`config.mk`:
```
export PLATFORM = sky130hd
export DESIGN_NAME = pmr_bank
export DESIGN_NICKNAME = d
export VERILOG_FILES = /design/src/logic/pmr_pkg.sv /design/src/logic/pmr_bank.sv /design/src/logic/pmr_partner_capture.sv
export SDC_FILE = /design/constraint.sdc
export NUM_CORES = 1
export LEC_CHECK = 0
export BUFFER_PORTS_ARGS = -buffer_cell sky130_fd_sc_hd__buf_4
export CORE_ASPECT_RATIO = 1.5
export CORE_UTILIZATION = 40
export CTS_CLUSTER_DIAMETER = 120
export CTS_CLUSTER_SIZE = 10
export DETAILED_ROUTE_END_ITERATION = 10
export HOLD_SLACK_MARGIN = 0.08
export PLACE_DENSITY = 0.79
export SLEW_MARGIN = 15
export SYNTH_ARGS = -nofsm -noshare
export SYNTH_HDL_FRONTEND = slang
export SYNTH_SLANG_ARGS = --single-unit
```
`constraint.sdc`:
```
create_clock -name clk_sys -period 1.85 [get_ports clk_sys]
set_input_delay 0.37 -clock clk_sys [delete_from_list [all_inputs] [get_ports clk_sys]]
set_output_delay 0.37 -clock clk_sys [all_outputs]
set_load 0.1 [all_outputs]
```
`src/logic/pmr_pkg.sv`:
```
package pmr_pkg;

  // ----------------------------------------------------------------
  // Register addresses
  // ----------------------------------------------------------------
  localparam int ADDR_W = 5;
  localparam int DATA_W = 16;
  localparam logic [4:0] ADDR_CTRL = 5'h00;
  localparam logic [4:0] ADDR_STAT = 5'h01;
  localparam logic [4:0] ADDR_IDH = 5'h02;
  localparam logic [4:0] ADDR_IDL = 5'h03;
  localparam logic [4:0] ADDR_ADV = 5'h04;
  localparam logic [4:0] ADDR_LP = 5'h05;

  // ----------------------------------------------------------------
  // Control field positions
  // ----------------------------------------------------------------
  localparam int CTRL_AN_ON = 12;
  localparam int CTRL_XOVER_OFF = 3;
  localparam int CTRL_FEF_OFF = 2;
  localparam int CTRL_TX_OFF = 1;
  localparam int CTRL_LED_OFF = 0;
  localparam logic RST_AN_ON = 1'h1;
  localparam logic RST_CTRL_LOW = 1'h0;

  // ----------------------------------------------------------------
  // Status field positions and fixed values
  // ----------------------------------------------------------------
  localparam int STAT_T4 = 15;
  localparam int STAT_CAP_HI = 14;
  localparam int STAT_CAP_LO = 11;
  localparam int STAT_RSV_HI = 10;
  localparam int STAT_RSV_LO = 7;
  localparam int STAT_DONE = 5;
  localparam int STAT_FEF = 4;
  localparam int STAT_AN_ABLE = 3;
  localparam int STAT_LINK = 2;
  localparam int STAT_EXT = 0;
  localparam logic [3:0] STAT_CAP_VAL = 4'hF;

  // ----------------------------------------------------------------
  // Negotiation_advertise and partner ability layout
  // ----------------------------------------------------------------
  localparam int ADV_PAUSE = 10;
  localparam int ADV_ABIL_HI = 8;
  localparam int ADV_ABIL_LO = 5;
  localparam int ADV_SEL_HI = 4;
  localparam logic RST_ADV_PAUSE = 1'h1;
  localparam logic [3:0] RST_ADV_ABIL = 4'hF;
  localparam logic [4:0] SEL_8023 = 5'h01;
  localparam int LP_PAUSE = 10;

  // Identifier defaults, values arbitrary
  localparam logic [15:0] ID_HIGH_DEF = 16'hA5C3;
  localparam logic [15:0] ID_LOW_DEF = 16'h3C5A;

endpackage

```
`src/logic/pmr_bank.sv`:
```
`timescale 1ns/100ps
// Operation
// Control bit 3 turns off automatic crossover
// Control bit 2 stops far-end fault detection
// Control bit 1 suppresses port transmission
// Control bit 0 switches the indicator off
// Status bit 15 reads zero
// Status bits 14 to 11 read one
// Status bit 0, bits 10-7 read zero
// Status bit 5 shows negotiation finished
// Status bit 4 shows far-end fault
// Status bit 3 reads one
// Status bit 2 shows link up
// Two read-only identifier registers at 2h, 3h
// Negotiation_advertise bit 10 pause, read/write, resets one
// Negotiation_advertise bits 8-5 abilities, reset one
// Selector reads 00001, bits 15-11 zero
// Partner bits 15 to 11 read zero
// Partner bit 10 shows partner pause
// Control bit 12 enables negotiation, resets one
module pmr_bank #(
  parameter logic [15:0] ID_HIGH = pmr_pkg::ID_HIGH_DEF,
  parameter logic [15:0] ID_LOW = pmr_pkg::ID_LOW_DEF
) (
  input wire logic clk_sys,
  input wire logic arst_n,
  input wire logic [pmr_pkg::ADDR_W-1:0] mgmt_addr,
  input wire logic mgmt_wr,
  input wire logic mgmt_rd,
  input wire logic [pmr_pkg::DATA_W-1:0] mgmt_wdata,
  output logic [pmr_pkg::DATA_W-1:0] mgmt_rdata,
  output logic mgmt_rvalid,
  input wire logic an_done_in,
  input wire logic far_fault_in,
  input wire logic link_up_in,
  input wire logic partner_valid,
  input wire logic [pmr_pkg::DATA_W-1:0] partner_word,
  output logic crossover_auto_off,
  output logic fef_detect_off,
  output logic transmit_off,
  output logic indicator_off,
  output logic negotiation_on,
  output logic [pmr_pkg::DATA_W-1:0] adv_word,
  output logic partner_pause
);
  import pmr_pkg::*;

  // ----------------------------------------------------------------
  // Decoding
  // ----------------------------------------------------------------
  function automatic logic hit(input logic [4:0] a, input logic [4:0] t);
    hit = (a == t);
  endfunction

  logic wr_ctrl;
  logic wr_adv;
  logic adv_pause;
  logic [3:0] adv_abil;
  logic negotiation_done;
  logic stat_fef;
  logic stat_link;
  logic lp_pause;
  logic [3:0] lp_abil;
  logic [15:0] ctrl_word;
  logic [15:0] stat_word;
  logic [15:0] lp_word;
  logic [15:0] next_rdata;

  // Write strobes per writable register
  assign wr_ctrl = mgmt_wr && hit(mgmt_addr, ADDR_CTRL);
  assign wr_adv = mgmt_wr && hit(mgmt_addr, ADDR_ADV);

  // ----------------------------------------------------------------
  // Control register
  // ----------------------------------------------------------------
  // Writable control bits, others left at zero
  always_ff @(posedge clk_sys or negedge arst_n) begin
    if (!arst_n) begin
      negotiation_on <= RST_AN_ON;
      crossover_auto_off <= RST_CTRL_LOW;
      fef_detect_off <= RST_CTRL_LOW;
      transmit_off <= RST_CTRL_LOW;
      indicator_off <= RST_CTRL_LOW;
    end else if (wr_ctrl) begin
      negotiation_on <= mgmt_wdata[CTRL_AN_ON];
      crossover_auto_off <= mgmt_wdata[CTRL_XOVER_OFF];
      fef_detect_off <= mgmt_wdata[CTRL_FEF_OFF];
      transmit_off <= mgmt_wdata[CTRL_TX_OFF];
      indicator_off <= mgmt_wdata[CTRL_LED_OFF];
    end
  end

  // Control read image
  always_comb begin
    ctrl_word = 16'h0000;
    ctrl_word[CTRL_AN_ON] = negotiation_on;
    ctrl_word[CTRL_XOVER_OFF] = crossover_auto_off;
    ctrl_word[CTRL_FEF_OFF] = fef_detect_off;
    ctrl_word[CTRL_TX_OFF] = transmit_off;
    ctrl_word[CTRL_LED_OFF] = indicator_off;
  end

  // ----------------------------------------------------------------
  // Status register
  // ----------------------------------------------------------------
  // Live status sampled each clock
  always_ff @(posedge clk_sys or negedge arst_n) begin
    if (!arst_n) begin
      negotiation_done <= 1'h0;
      stat_fef <= 1'h0;
      stat_link <= 1'h0;
    end else begin
      negotiation_done <= an_done_in && negotiation_on;
      stat_fef <= far_fault_in && !fef_detect_off;
      stat_link <= link_up_in;
    end
  end

  // Status read image with fixed abilities
  always_comb begin
    stat_word = 16'h0000;
    stat_word[STAT_T4] = 1'h0;
    stat_word[STAT_CAP_HI:STAT_CAP_LO] = STAT_CAP_VAL;
    stat_word[STAT_RSV_HI:STAT_RSV_LO] = 4'h0;
    stat_word[STAT_EXT] = 1'h0;
    stat_word[STAT_DONE] = negotiation_done;
    stat_word[STAT_FEF] = stat_fef;
    stat_word[STAT_AN_ABLE] = 1'h1;
    stat_word[STAT_LINK] = stat_link;
  end

  // ----------------------------------------------------------------
  // Negotiation_advertise register
  // ----------------------------------------------------------------
  // Pause and ability bits
  always_ff @(posedge clk_sys or negedge arst_n) begin
    if (!arst_n) begin
      adv_pause <= RST_ADV_PAUSE;
      adv_abil <= RST_ADV_ABIL;
    end else if (wr_adv) begin
      adv_pause <= mgmt_wdata[ADV_PAUSE];
      adv_abil <= mgmt_wdata[ADV_ABIL_HI:ADV_ABIL_LO];
    end
  end

  // Code word offered to the negotiation engine
  always_comb begin
    adv_word = 16'h0000;
    adv_word[ADV_PAUSE] = adv_pause;
    adv_word[ADV_ABIL_HI:ADV_ABIL_LO] = adv_abil;
    adv_word[ADV_SEL_HI:0] = SEL_8023;
  end

  // ----------------------------------------------------------------
  // Partner ability register
  // ----------------------------------------------------------------
  pmr_partner_capture u_partner (
    .clk_sys(clk_sys),
    .arst_n(arst_n),
    .link_up(link_up_in),
    .word_valid(partner_valid),
    .word(partner_word),
    .pause(lp_pause),
    .abil(lp_abil)
  );

  assign partner_pause = lp_pause;

  // Partner read image, upper bits unsupported
  always_comb begin
    lp_word = 16'h0000;
    lp_word[LP_PAUSE] = lp_pause;
    lp_word[ADV_ABIL_HI:ADV_ABIL_LO] = lp_abil;
    lp_word[ADV_SEL_HI:0] = SEL_8023;
  end

  // ----------------------------------------------------------------
  // Read path
  // ----------------------------------------------------------------
  // Read select, unmapped reads return zero
  always_comb begin
    if (hit(mgmt_addr, ADDR_CTRL)) begin
      next_rdata = ctrl_word;
    end else if (hit(mgmt_addr, ADDR_STAT)) begin
      next_rdata = stat_word;
    end else if (hit(mgmt_addr, ADDR_IDH)) begin
      next_rdata = ID_HIGH;
    end else if (hit(mgmt_addr, ADDR_IDL)) begin
      next_rdata = ID_LOW;
    end else if (hit(mgmt_addr, ADDR_ADV)) begin
      next_rdata = adv_word;
    end else if (hit(mgmt_addr, ADDR_LP)) begin
      next_rdata = lp_word;
    end else begin
      next_rdata = 16'h0000;
    end
  end

  // Registered read data and strobe
  always_ff @(posedge clk_sys or negedge arst_n) begin
    if (!arst_n) begin
      mgmt_rdata <= 16'h0000;
      mgmt_rvalid <= 1'h0;
    end else begin
      mgmt_rvalid <= mgmt_rd;
      if (mgmt_rd) begin
        mgmt_rdata <= next_rdata;
      end
    end
  end
endmodule

```
`src/logic/pmr_partner_capture.sv`:
```
`timescale 1ns/100ps
module pmr_partner_capture (
  input wire logic clk_sys,
  input wire logic arst_n,
  input wire logic link_up,
  input wire logic word_valid,
  input wire logic [15:0] word,
  output logic pause,
  output logic [3:0] abil
);
  import pmr_pkg::*;

  // ----------------------------------------------------------------
  // Partner code word capture
  // ----------------------------------------------------------------
  logic next_pause;
  logic [3:0] next_abil;

  // Latch on a received word, forget when the link drops
  assign next_pause = word_valid ? word[LP_PAUSE] :
                      (link_up ? pause : 1'h0);
  assign next_abil = word_valid ? word[ADV_ABIL_HI:ADV_ABIL_LO] :
                     (link_up ? abil : 4'h0);

  // Captured fields
  always_ff @(posedge clk_sys or negedge arst_n) begin
    if (!arst_n) begin
      pause <= 1'h0;
      abil <= 4'h0;
    end else begin
      pause <= next_pause;
      abil <= next_abil;
    end
  end
endmodule

```
-- Word-level counts from Yosys, hierarchy flattened
Index checks and enable logic that the tools add are counted.
- register bits after elaboration: 35
- input bits: 45
- word-level logic and storage cells: 36
- reduce and logical (&&, ||, !) cells: 6
- eq/ne operators: 6
- mux-type cells: 10
- operators by type and width (operator ; number):
    two-way mux 16 bit ; 3
    two-way mux 11 bit ; 2
    two-way mux 14 bit ; 1
    equality test 5 x 2 -> 1 bit, second input constant ; 2
    equality test 5 x 3 -> 1 bit, second input constant ; 2
    two-way mux 4 bit ; 2
    equality test 5 x 1 -> 1 bit, second input constant ; 1
    zero test 5 bit ; 1
    logical AND 1 bit ; 4
    two-way mux 1 bit ; 2
    inequality test 2 x 1 -> 1 bit, second input constant ; 1
    zero test 1 bit ; 1

-- Depth between registers and ports, before layout
Gate-level depths: netlist of the first run.
- depth after elaboration: 7
- depth in mapped cells: 5

-- Cells and area by module
Synthesis of the first run repeated with hierarchy kept, for this count alone.
- cells, all modules: 141
- area, all modules: 1639.1 um2
- by module, submodules not included (module ; area each (um2) ; instances ; cells an instance):
    pmr_bank ; 1461.4 ; 1 ; 130
    pmr_partner_capture ; 177.7 ; 1 ; 11

-- Least setup slack after synthesis of the first run
Ideal clock, no wire load.
- path kind: flip-flop to flip-flop
- start: reg u_partner.pause
- end: reg mgmt_rdata[10] (netlist bit)
- data required time: 1.724 ns
- period minus slack after synthesis: 1.498 ns
- path buffers: 0
- path slack: 0.352 ns
- arrival: 1.372 ns
- stages on the path, launching flop included: 3
- cells stage by stage: dfrtp_1 > a31o_1 > a221o_1
- cells in the longest elaborated chain, start to end: 6
- RTL lines (item ; line ; RTL):
    from (decl) ; pmr_partner_capture.sv:8 ; output logic pause,
    from (signal assigned) ; pmr_partner_capture.sv:31 ; pause <= next_pause;
    two-way mux 11 bit ; pmr_bank.sv:192 ; end else if (hit(mgmt_addr, ADDR_LP)) begin
    two-way mux 11 bit ; pmr_bank.sv:190 ; end else if (hit(mgmt_addr, ADDR_ADV)) begin
    two-way mux 14 bit ; pmr_bank.sv:188 ; end else if (hit(mgmt_addr, ADDR_IDL)) begin
    two-way mux 16 bit ; pmr_bank.sv:186 ; end else if (hit(mgmt_addr, ADDR_IDH)) begin
    two-way mux 16 bit ; pmr_bank.sv:184 ; end else if (hit(mgmt_addr, ADDR_STAT)) begin
    two-way mux 16 bit ; pmr_bank.sv:182 ; if (hit(mgmt_addr, ADDR_CTRL)) begin
    to (signal assigned) ; pmr_bank.sv:207 ; mgmt_rdata <= next_rdata;
    to (decl) ; pmr_bank.sv:31 ; output logic [pmr_pkg::DATA_W-1:0] mgmt_rdata,
No other way between the ends.
A chain may end at the register's enable or synchronous reset.

-- Final worst setup path of the first run
- start: reg negotiation_on
- end: out negotiation_on
- RTL lines (item ; line ; RTL):
    from (decl) ; pmr_bank.sv:42 ; output logic negotiation_on,
    from (signal assigned) ; pmr_bank.sv:85 ; negotiation_on <= mgmt_wdata[CTRL_AN_ON];
No word-level cell between the ends.

==> out/qor.txt, run 1 <==
run status = finished, final reports clean
number of synthesized register bits = 34
initial core utilization = 41.7%
PostCTS Resize Cnt = 0
die height = 80.7 um
CP top delay family = flip-flops
R2R Setup Slk = 0.80 ns
CTS sink cnt = 34
Fin. Hold Viols = 0
ANT nets after route = 0
H-tree depth = 2
Critical Path Slowest Stage Cell = dfstp_2
combinational group share of total power = 36.5%
Clk pwr share = 24.6%
Worst path depth = 1
most common cell after layout, fill and taps aside = buf_4
Area growth syn-to-layout = 28.9%
worst path cell trace = buf_4
Final Cycle Share = 80.7%
CP Class = flip-flop to primary output
biggest regs = mgmt_rdata (15), adv_abil (4), u_partner.abil (4)
Sw Ratio = 41.7%
GRT overflow = 0
port bufs = 54
PwrDens = 1060 nW/um^2
RSZ-0062 raised after global routing = no
routability cong. = 0.760
share of post-route cells with drive strength above 1 = 40.9%
CTS tree = built
Setup TNS = 0 ns
cell internal pwr = 1.31 mW
Synth top area share = 42.5%
Syn Std Cell Area = 1650 um^2
I/O Pins = 84
Worst Path Max Fanout = 4
Netlist cell types = 37
Final Instance Area = 2130 um^2
fin nets = 252
Post-CTS Repair Setup Buffers = 0
Most flops, register = mgmt_rdata
maxcap violations = 0
crit path to = negotiation_on
FFs w/ async S/R, synth = 100%
Top Layer Used = met4
Worst VDD drop = 639 uV
Max Root-Sink Buffers = 2
Routed WL = 3.20 mm
syn avg cell area = 10.6 um^2
number of diodes = 0
Site Rows = 28
Routed WL per cell = 12.7 um
top cells by area, synth = dfrtp_1, dfstp_2, mux2_2
worst reg2reg path depth = 3
met3 WL = 194 um
met2 WL = 1.65 mm
placed wire-length estimate = 2.41 mm
Syn Inst Count = 155
first-pass GRT wire length = 5.22 mm
CP Capture Type = primary output
worst hold path type = input port to flip-flop
die area = 4390 um^2
Max Freq = 670 MHz
top cell type by total area after synthesis = dfrtp_1
vias in the first global route = 1102
drt first pass iters = 4
Post-Route M1 WL = 1.27 mm
Final setup viols = 0
synth warn = 0
worst reg2reg path endpoint = mgmt_rdata[5]
largest net degree at the start of global routing = 35
EDFF count, synth = 0
critical path's largest stage delay = 0.54 ns
register share of total power = 39.0%
Lkg Pwr = 1.01 nW
most frequent cells in the layout = buf_4, dfrtp_1, o21ai_0
CTS root buf = clkbuf_8
buffer and inverter count on the worst path = 1
skew final = 0.00379 ns
core outline area = 3960 um^2
Hold Path Depth = 1
CP arrival = 1.12 ns
Max Slew Vio Count = 0
Worst-Skew Late Latency = 0.29 ns
Vias = 1217
FF-to-FF Start = u_partner.abil[0]
Worst setup startpoint = negotiation_on
initial antenna violation count = 0
Worst-path clk slew = 0.07 ns
total global-route track usage = 17.1%
cts bufs inserted = 5
CP required = 1.48 ns
min Tclk post-route = 1.49 ns
Largest register FFs = 15
register area share after synthesis = 52.0%
vias per std cell = 4.81
ys flop type = dfrtp_1
placed cell area = 2030 um^2
startpoint types = flip-flop
NetSw = 0.939 mW
die width = 54.4 um
# DRC = 0
starting DRC count in detailed routing = 21
[repair_timing]
action,4_1_cts,5_1_grt
hold buffers,1,0
hold endpoints to repair,28,0
setup endpoints to repair,0,0
[power groups by stage]
stage                     Combinational (mW)  Clock, mW  Sequential [mW]
after floorplan                        0.284          0             1.27
after global placement                 0.816          0            0.890
after detailed placement               0.824          0            0.890
after CTS                              0.826      0.574            0.877
after global routing                   0.855      0.599            0.888
final                                  0.821      0.553            0.877
[worst min-delay path by stage]
stage,endpoint,startpoint
CTS,stat_link,link_up_in
detailed placement,crossover_auto_off,arst_n
floorplan,crossover_auto_off,arst_n
global route,stat_link,link_up_in
global placement,fef_detect_off,arst_n
finish,stat_link,link_up_in
[per-layer routing]
metal  track usage, %  up-vias
met2             26.0       39
met4             10.3        0
li1                 -      609
met3             5.30        7
met5                0        -
met1             20.5      562
[area by class of cell]
cell class	instances	area (um^2)
clock buffer	7	86.3
tap	45	56.3
fill	359	1830
timing repair buffer	56	423
multi-input combinational	98	653
clock inverter	1	5.00
sequential	34	858
inverter	12	45.0
[synthesized netlist by cell type (2+ instances only)]
| cell type | number |
|---|---|
| dfrtp_1 | 28 |
| buf_4 | 13 |
| o21ai_0 | 13 |
| inv_1 | 12 |
| mux2_2 | 12 |
| nand2_1 | 11 |
| nor2b_1 | 9 |
| dfstp_2 | 6 |
| clkbuf_1 | 5 |
| nand3_1 | 4 |
| nor2_1 | 4 |
| a21oi_1 | 3 |
| buf_2 | 3 |
| o211ai_1 | 3 |
| o22ai_1 | 3 |
| a221o_1 | 2 |
| a31o_1 | 2 |
| conb_1 | 2 |
| o221ai_1 | 2 |
[kinds of logic (layout without fill, tap and decap cells)]
group / Yosys count / in the layout / share of synthesized area, %
AND/OR/NAND/NOR: 42 / 42 / 15.8
buffers and inverters: 33 / 76 / 10.7
other: 2 / 12 / 0.455
flip-flops: 34 / 34 / 52.0
AO/OA/AOI/OAI: 31 / 31 / 12.2
multiplexers: 13 / 13 / 8.79
[through the flow]
step / power, mW / worst slack, ns / utilization (%) / instances / hold WS, ns
2_1_floorplan: 1.56 / 0.352 / - / 165 / 0.0744
3_3_place_gp: 1.71 / 0.328 / 51.2 / 244 / 0.330
3_5_place_dp: 1.71 / 0.316 / 51.2 / 244 / 0.337
4_1_cts: 2.28 / 0.340 / 53.7 / 253 / 0.225
5_1_grt: 2.34 / 0.325 / 53.7 / 253 / 0.224
6_report: 2.25 / 0.358 / 53.7 / 253 / 0.232
(Power assumes the default switching activity.)
==> run 2, diff against run 1 <==
==> constraint.sdc (replaced) <==
create_clock -name clk_sys -period 1.4 [get_ports clk_sys]
set_input_delay 0.28 -clock clk_sys [delete_from_list [all_inputs] [get_ports clk_sys]]
set_output_delay 0.28 -clock clk_sys [all_outputs]
set_load 0.1 [all_outputs]
==> run 2 against run 1 <==
  * Via count grew 2.3%
  * Final cell count grew 2.0%
  * Count of clock-buffer cells in the layout is the same
  * Global-route usage shrank 0.28 points
  * Core utilization grew 1.6 points
  * Clock power grew 31%
  * Clock skew grew 0.0012 ns
  * Critical path depth is the same
  * Critical path type unchanged
  * Largest power group unchanged
==> out/qor.txt, run 2 (synthesized netlist as in run 1, its figures left out) <==
R2R Setup Slk = 0.33 ns (was 0.80 ns)
PwrDens = 1380 nW/um^2 (was 1060 nW/um^2)
Lkg Pwr = 1.04 nW (was 1.01 nW)
CP Class = flip-flop to primary output (unchanged)
worst path cell trace = buf_6 (was buf_4)
startpoint types = flip-flop (unchanged)
Setup TNS = 0 ns (unchanged)
drt first pass iters = 4 (unchanged)
starting DRC count in detailed routing = 26 (was 21)
Final setup viols = 0 (unchanged)
vias in the first global route = 1157 (was 1102)
overall power = 3.01 mW (was 2.25 mW)
run status = finished, final reports clean (unchanged)
fin nets = 257 (was 252)
port bufs = 54 (unchanged)
ANT nets after route = 0 (unchanged)
CTS sink cnt = 34 (unchanged)
CP required = 1.12 ns (was 1.48 ns)
critical path's largest stage delay = 0.56 ns (was 0.54 ns)
skew final = 0.00503 ns (was 0.00379 ns)
Worst VDD drop = 1040 uV (was 639 uV)
met1 usage = 20.5% (about the same)
RSZ-0062 raised after global routing = no (unchanged)
CP arrival = 1.07 ns (was 1.12 ns)
CTS tree = built (unchanged)
Area growth syn-to-layout = 32.8% (was 28.9%)
# DRC = 0 (unchanged)
Fin. Hold Viols = 0 (unchanged)
Hold Path Depth = 1 (unchanged)
die height = 80.7 um (unchanged)
filler instances = 364 (was 359)
Site Rows = 28 (unchanged)
I/O Pins = 84 (unchanged)
Largest register FFs = 15 (unchanged)
worst hold path type = input port to flip-flop (unchanged)
worst reg2reg path endpoint = mgmt_rdata[10] (was mgmt_rdata[5])
initial antenna violation count = 0 (unchanged)
Max Freq = 742 MHz
M2 GR Usage = 27.2% (was 26.0%)
launch point of the worst hold path = link_up_in (unchanged)
Worst-path clk slew = 0.07 ns (about the same)
Max Slew Vio Count = 0 (unchanged)
Post-CTS Repair Setup Buffers = 0 (unchanged)
most frequent cells in the layout = buf_4, dfrtp_1, o21ai_0 (unchanged)
largest net degree at the start of global routing = 35 (unchanged)
cts bufs inserted = 5 (unchanged)
H-tree depth = 2 (unchanged)
biggest regs = mgmt_rdata (15), adv_abil (4), u_partner.abil (4) (unchanged)
hold path endpoint = stat_link (unchanged)
most common cell after layout, fill and taps aside = buf_4 (unchanged)
vias per std cell = 4.83 (was 4.81)
Max Root-Sink Buffers = 2 (unchanged)
hold_ws = 0.154 ns (was 0.232 ns)
CP top delay family = flip-flops (unchanged)
Worst-Skew Late Latency = 0.28 ns (was 0.29 ns)
gr busiest metal = met2 (unchanged)
Vias = 1245 (was 1217)
routability cong. = 0.734 (was 0.760)
worst reg2reg path depth = 2 (was 3)
first-pass GRT wire length = 5.28 mm (was 5.22 mm)
min Tclk post-route = 1.35 ns
met3 usage = 4.55% (was 5.30%)
core outline area = 3960 um^2 (unchanged)
CP Capture Type = primary output (unchanged)
die width = 54.4 um (unchanged)
Critical Path Slowest Stage Cell = dfstp_2 (unchanged)
number of diodes = 0 (unchanged)
share of post-route cells with drive strength above 1 = 43.7% (was 40.9%)
Routed WL per cell = 12.7 um (about the same)
FF-to-FF Start = u_partner.pause (was u_partner.abil[0])
maxcap violations = 0 (unchanged)
Routed WL = 3.29 mm (was 3.20 mm)
total global-route track usage = 16.9% (was 17.1%)
GRT overflow = 0 (unchanged)
die area = 4390 um^2 (unchanged)
Final Cycle Share = 96.3%
placed wire-length estimate = 2.48 mm (was 2.41 mm)
Worst Path Max Fanout = 3 (was 4)
CTS root buf = clkbuf_8 (unchanged)
buffer and inverter count on the worst path = 1 (unchanged)
Most flops, register = mgmt_rdata (unchanged)
initial core utilization = 41.7% (unchanged)
run 2: changes by cell type in the layout (fill, tap and decap cells not counted), sizes merged:
cell,delta
buf,+5
run 2: power breakdown:
group	internal, mW	switching, mW
Clock	0.396	0.328
Combinational	0.269	0.853
Sequential	1.10	0.0666
run 2: through the flow:
stage | util, % | area [um^2] | worst slack (ns) | instances
5_1_grt | 55.3 | 2190 | 0.0291 | 258
3_3_place_gp | 52.2 | 2070 | 0.0281 | 249
4_1_cts | 55.1 | 2180 | 0.00200 | 258
6_report | 55.3 | 2190 | 0.0517 | 258
2_1_floorplan | - | 1690 | 0.0359 | 165
3_5_place_dp | 52.2 | 2070 | 0.0208 | 249
run 2: cell type report:
cell class | count | area, um^2 | area share [%]
clock buffers | 7 | 86.3 | 3.94
repair buffers | 61 | 483 | 22.0
flip-flops and latches | 34 | 862 | 39.3
clock inverters | 1 | 5.00 | 0.228
well taps | 45 | 56.3 | 2.57
multi-input cells | 98 | 653 | 29.8
inverters | 12 | 45.0 | 2.06
run 2: how the worst max path moves through the flow:
stage,slack (ns),from,to,depth (start not counted)
after global routing,0.03,adv_abil[1],adv_word[6],1
after global placement,0.03,mgmt_addr[0],fef_detect_off,4
after CTS,0.002,adv_abil[2],adv_word[7],1
after detailed placement,0.02,mgmt_addr[0],fef_detect_off,4
final,0.05,adv_abil[1],adv_word[6],1
after floorplan,0.04,transmit_off,mgmt_rdata[1],3
run 2: routing by layer:
metal  routed length, um  vias to the layer above
li1                    -                      622
met1                1260                      576
met2                1750                       41
met3                 214                        6
met4                  60                        0
met5                   0                        -
run 2: what timing repair did:
action                                  CTS  global route
resized for setup                         3             3
endpoints found under the setup margin    3             3
hold endpoints to repair                 28             0
hold buffers                              1             0
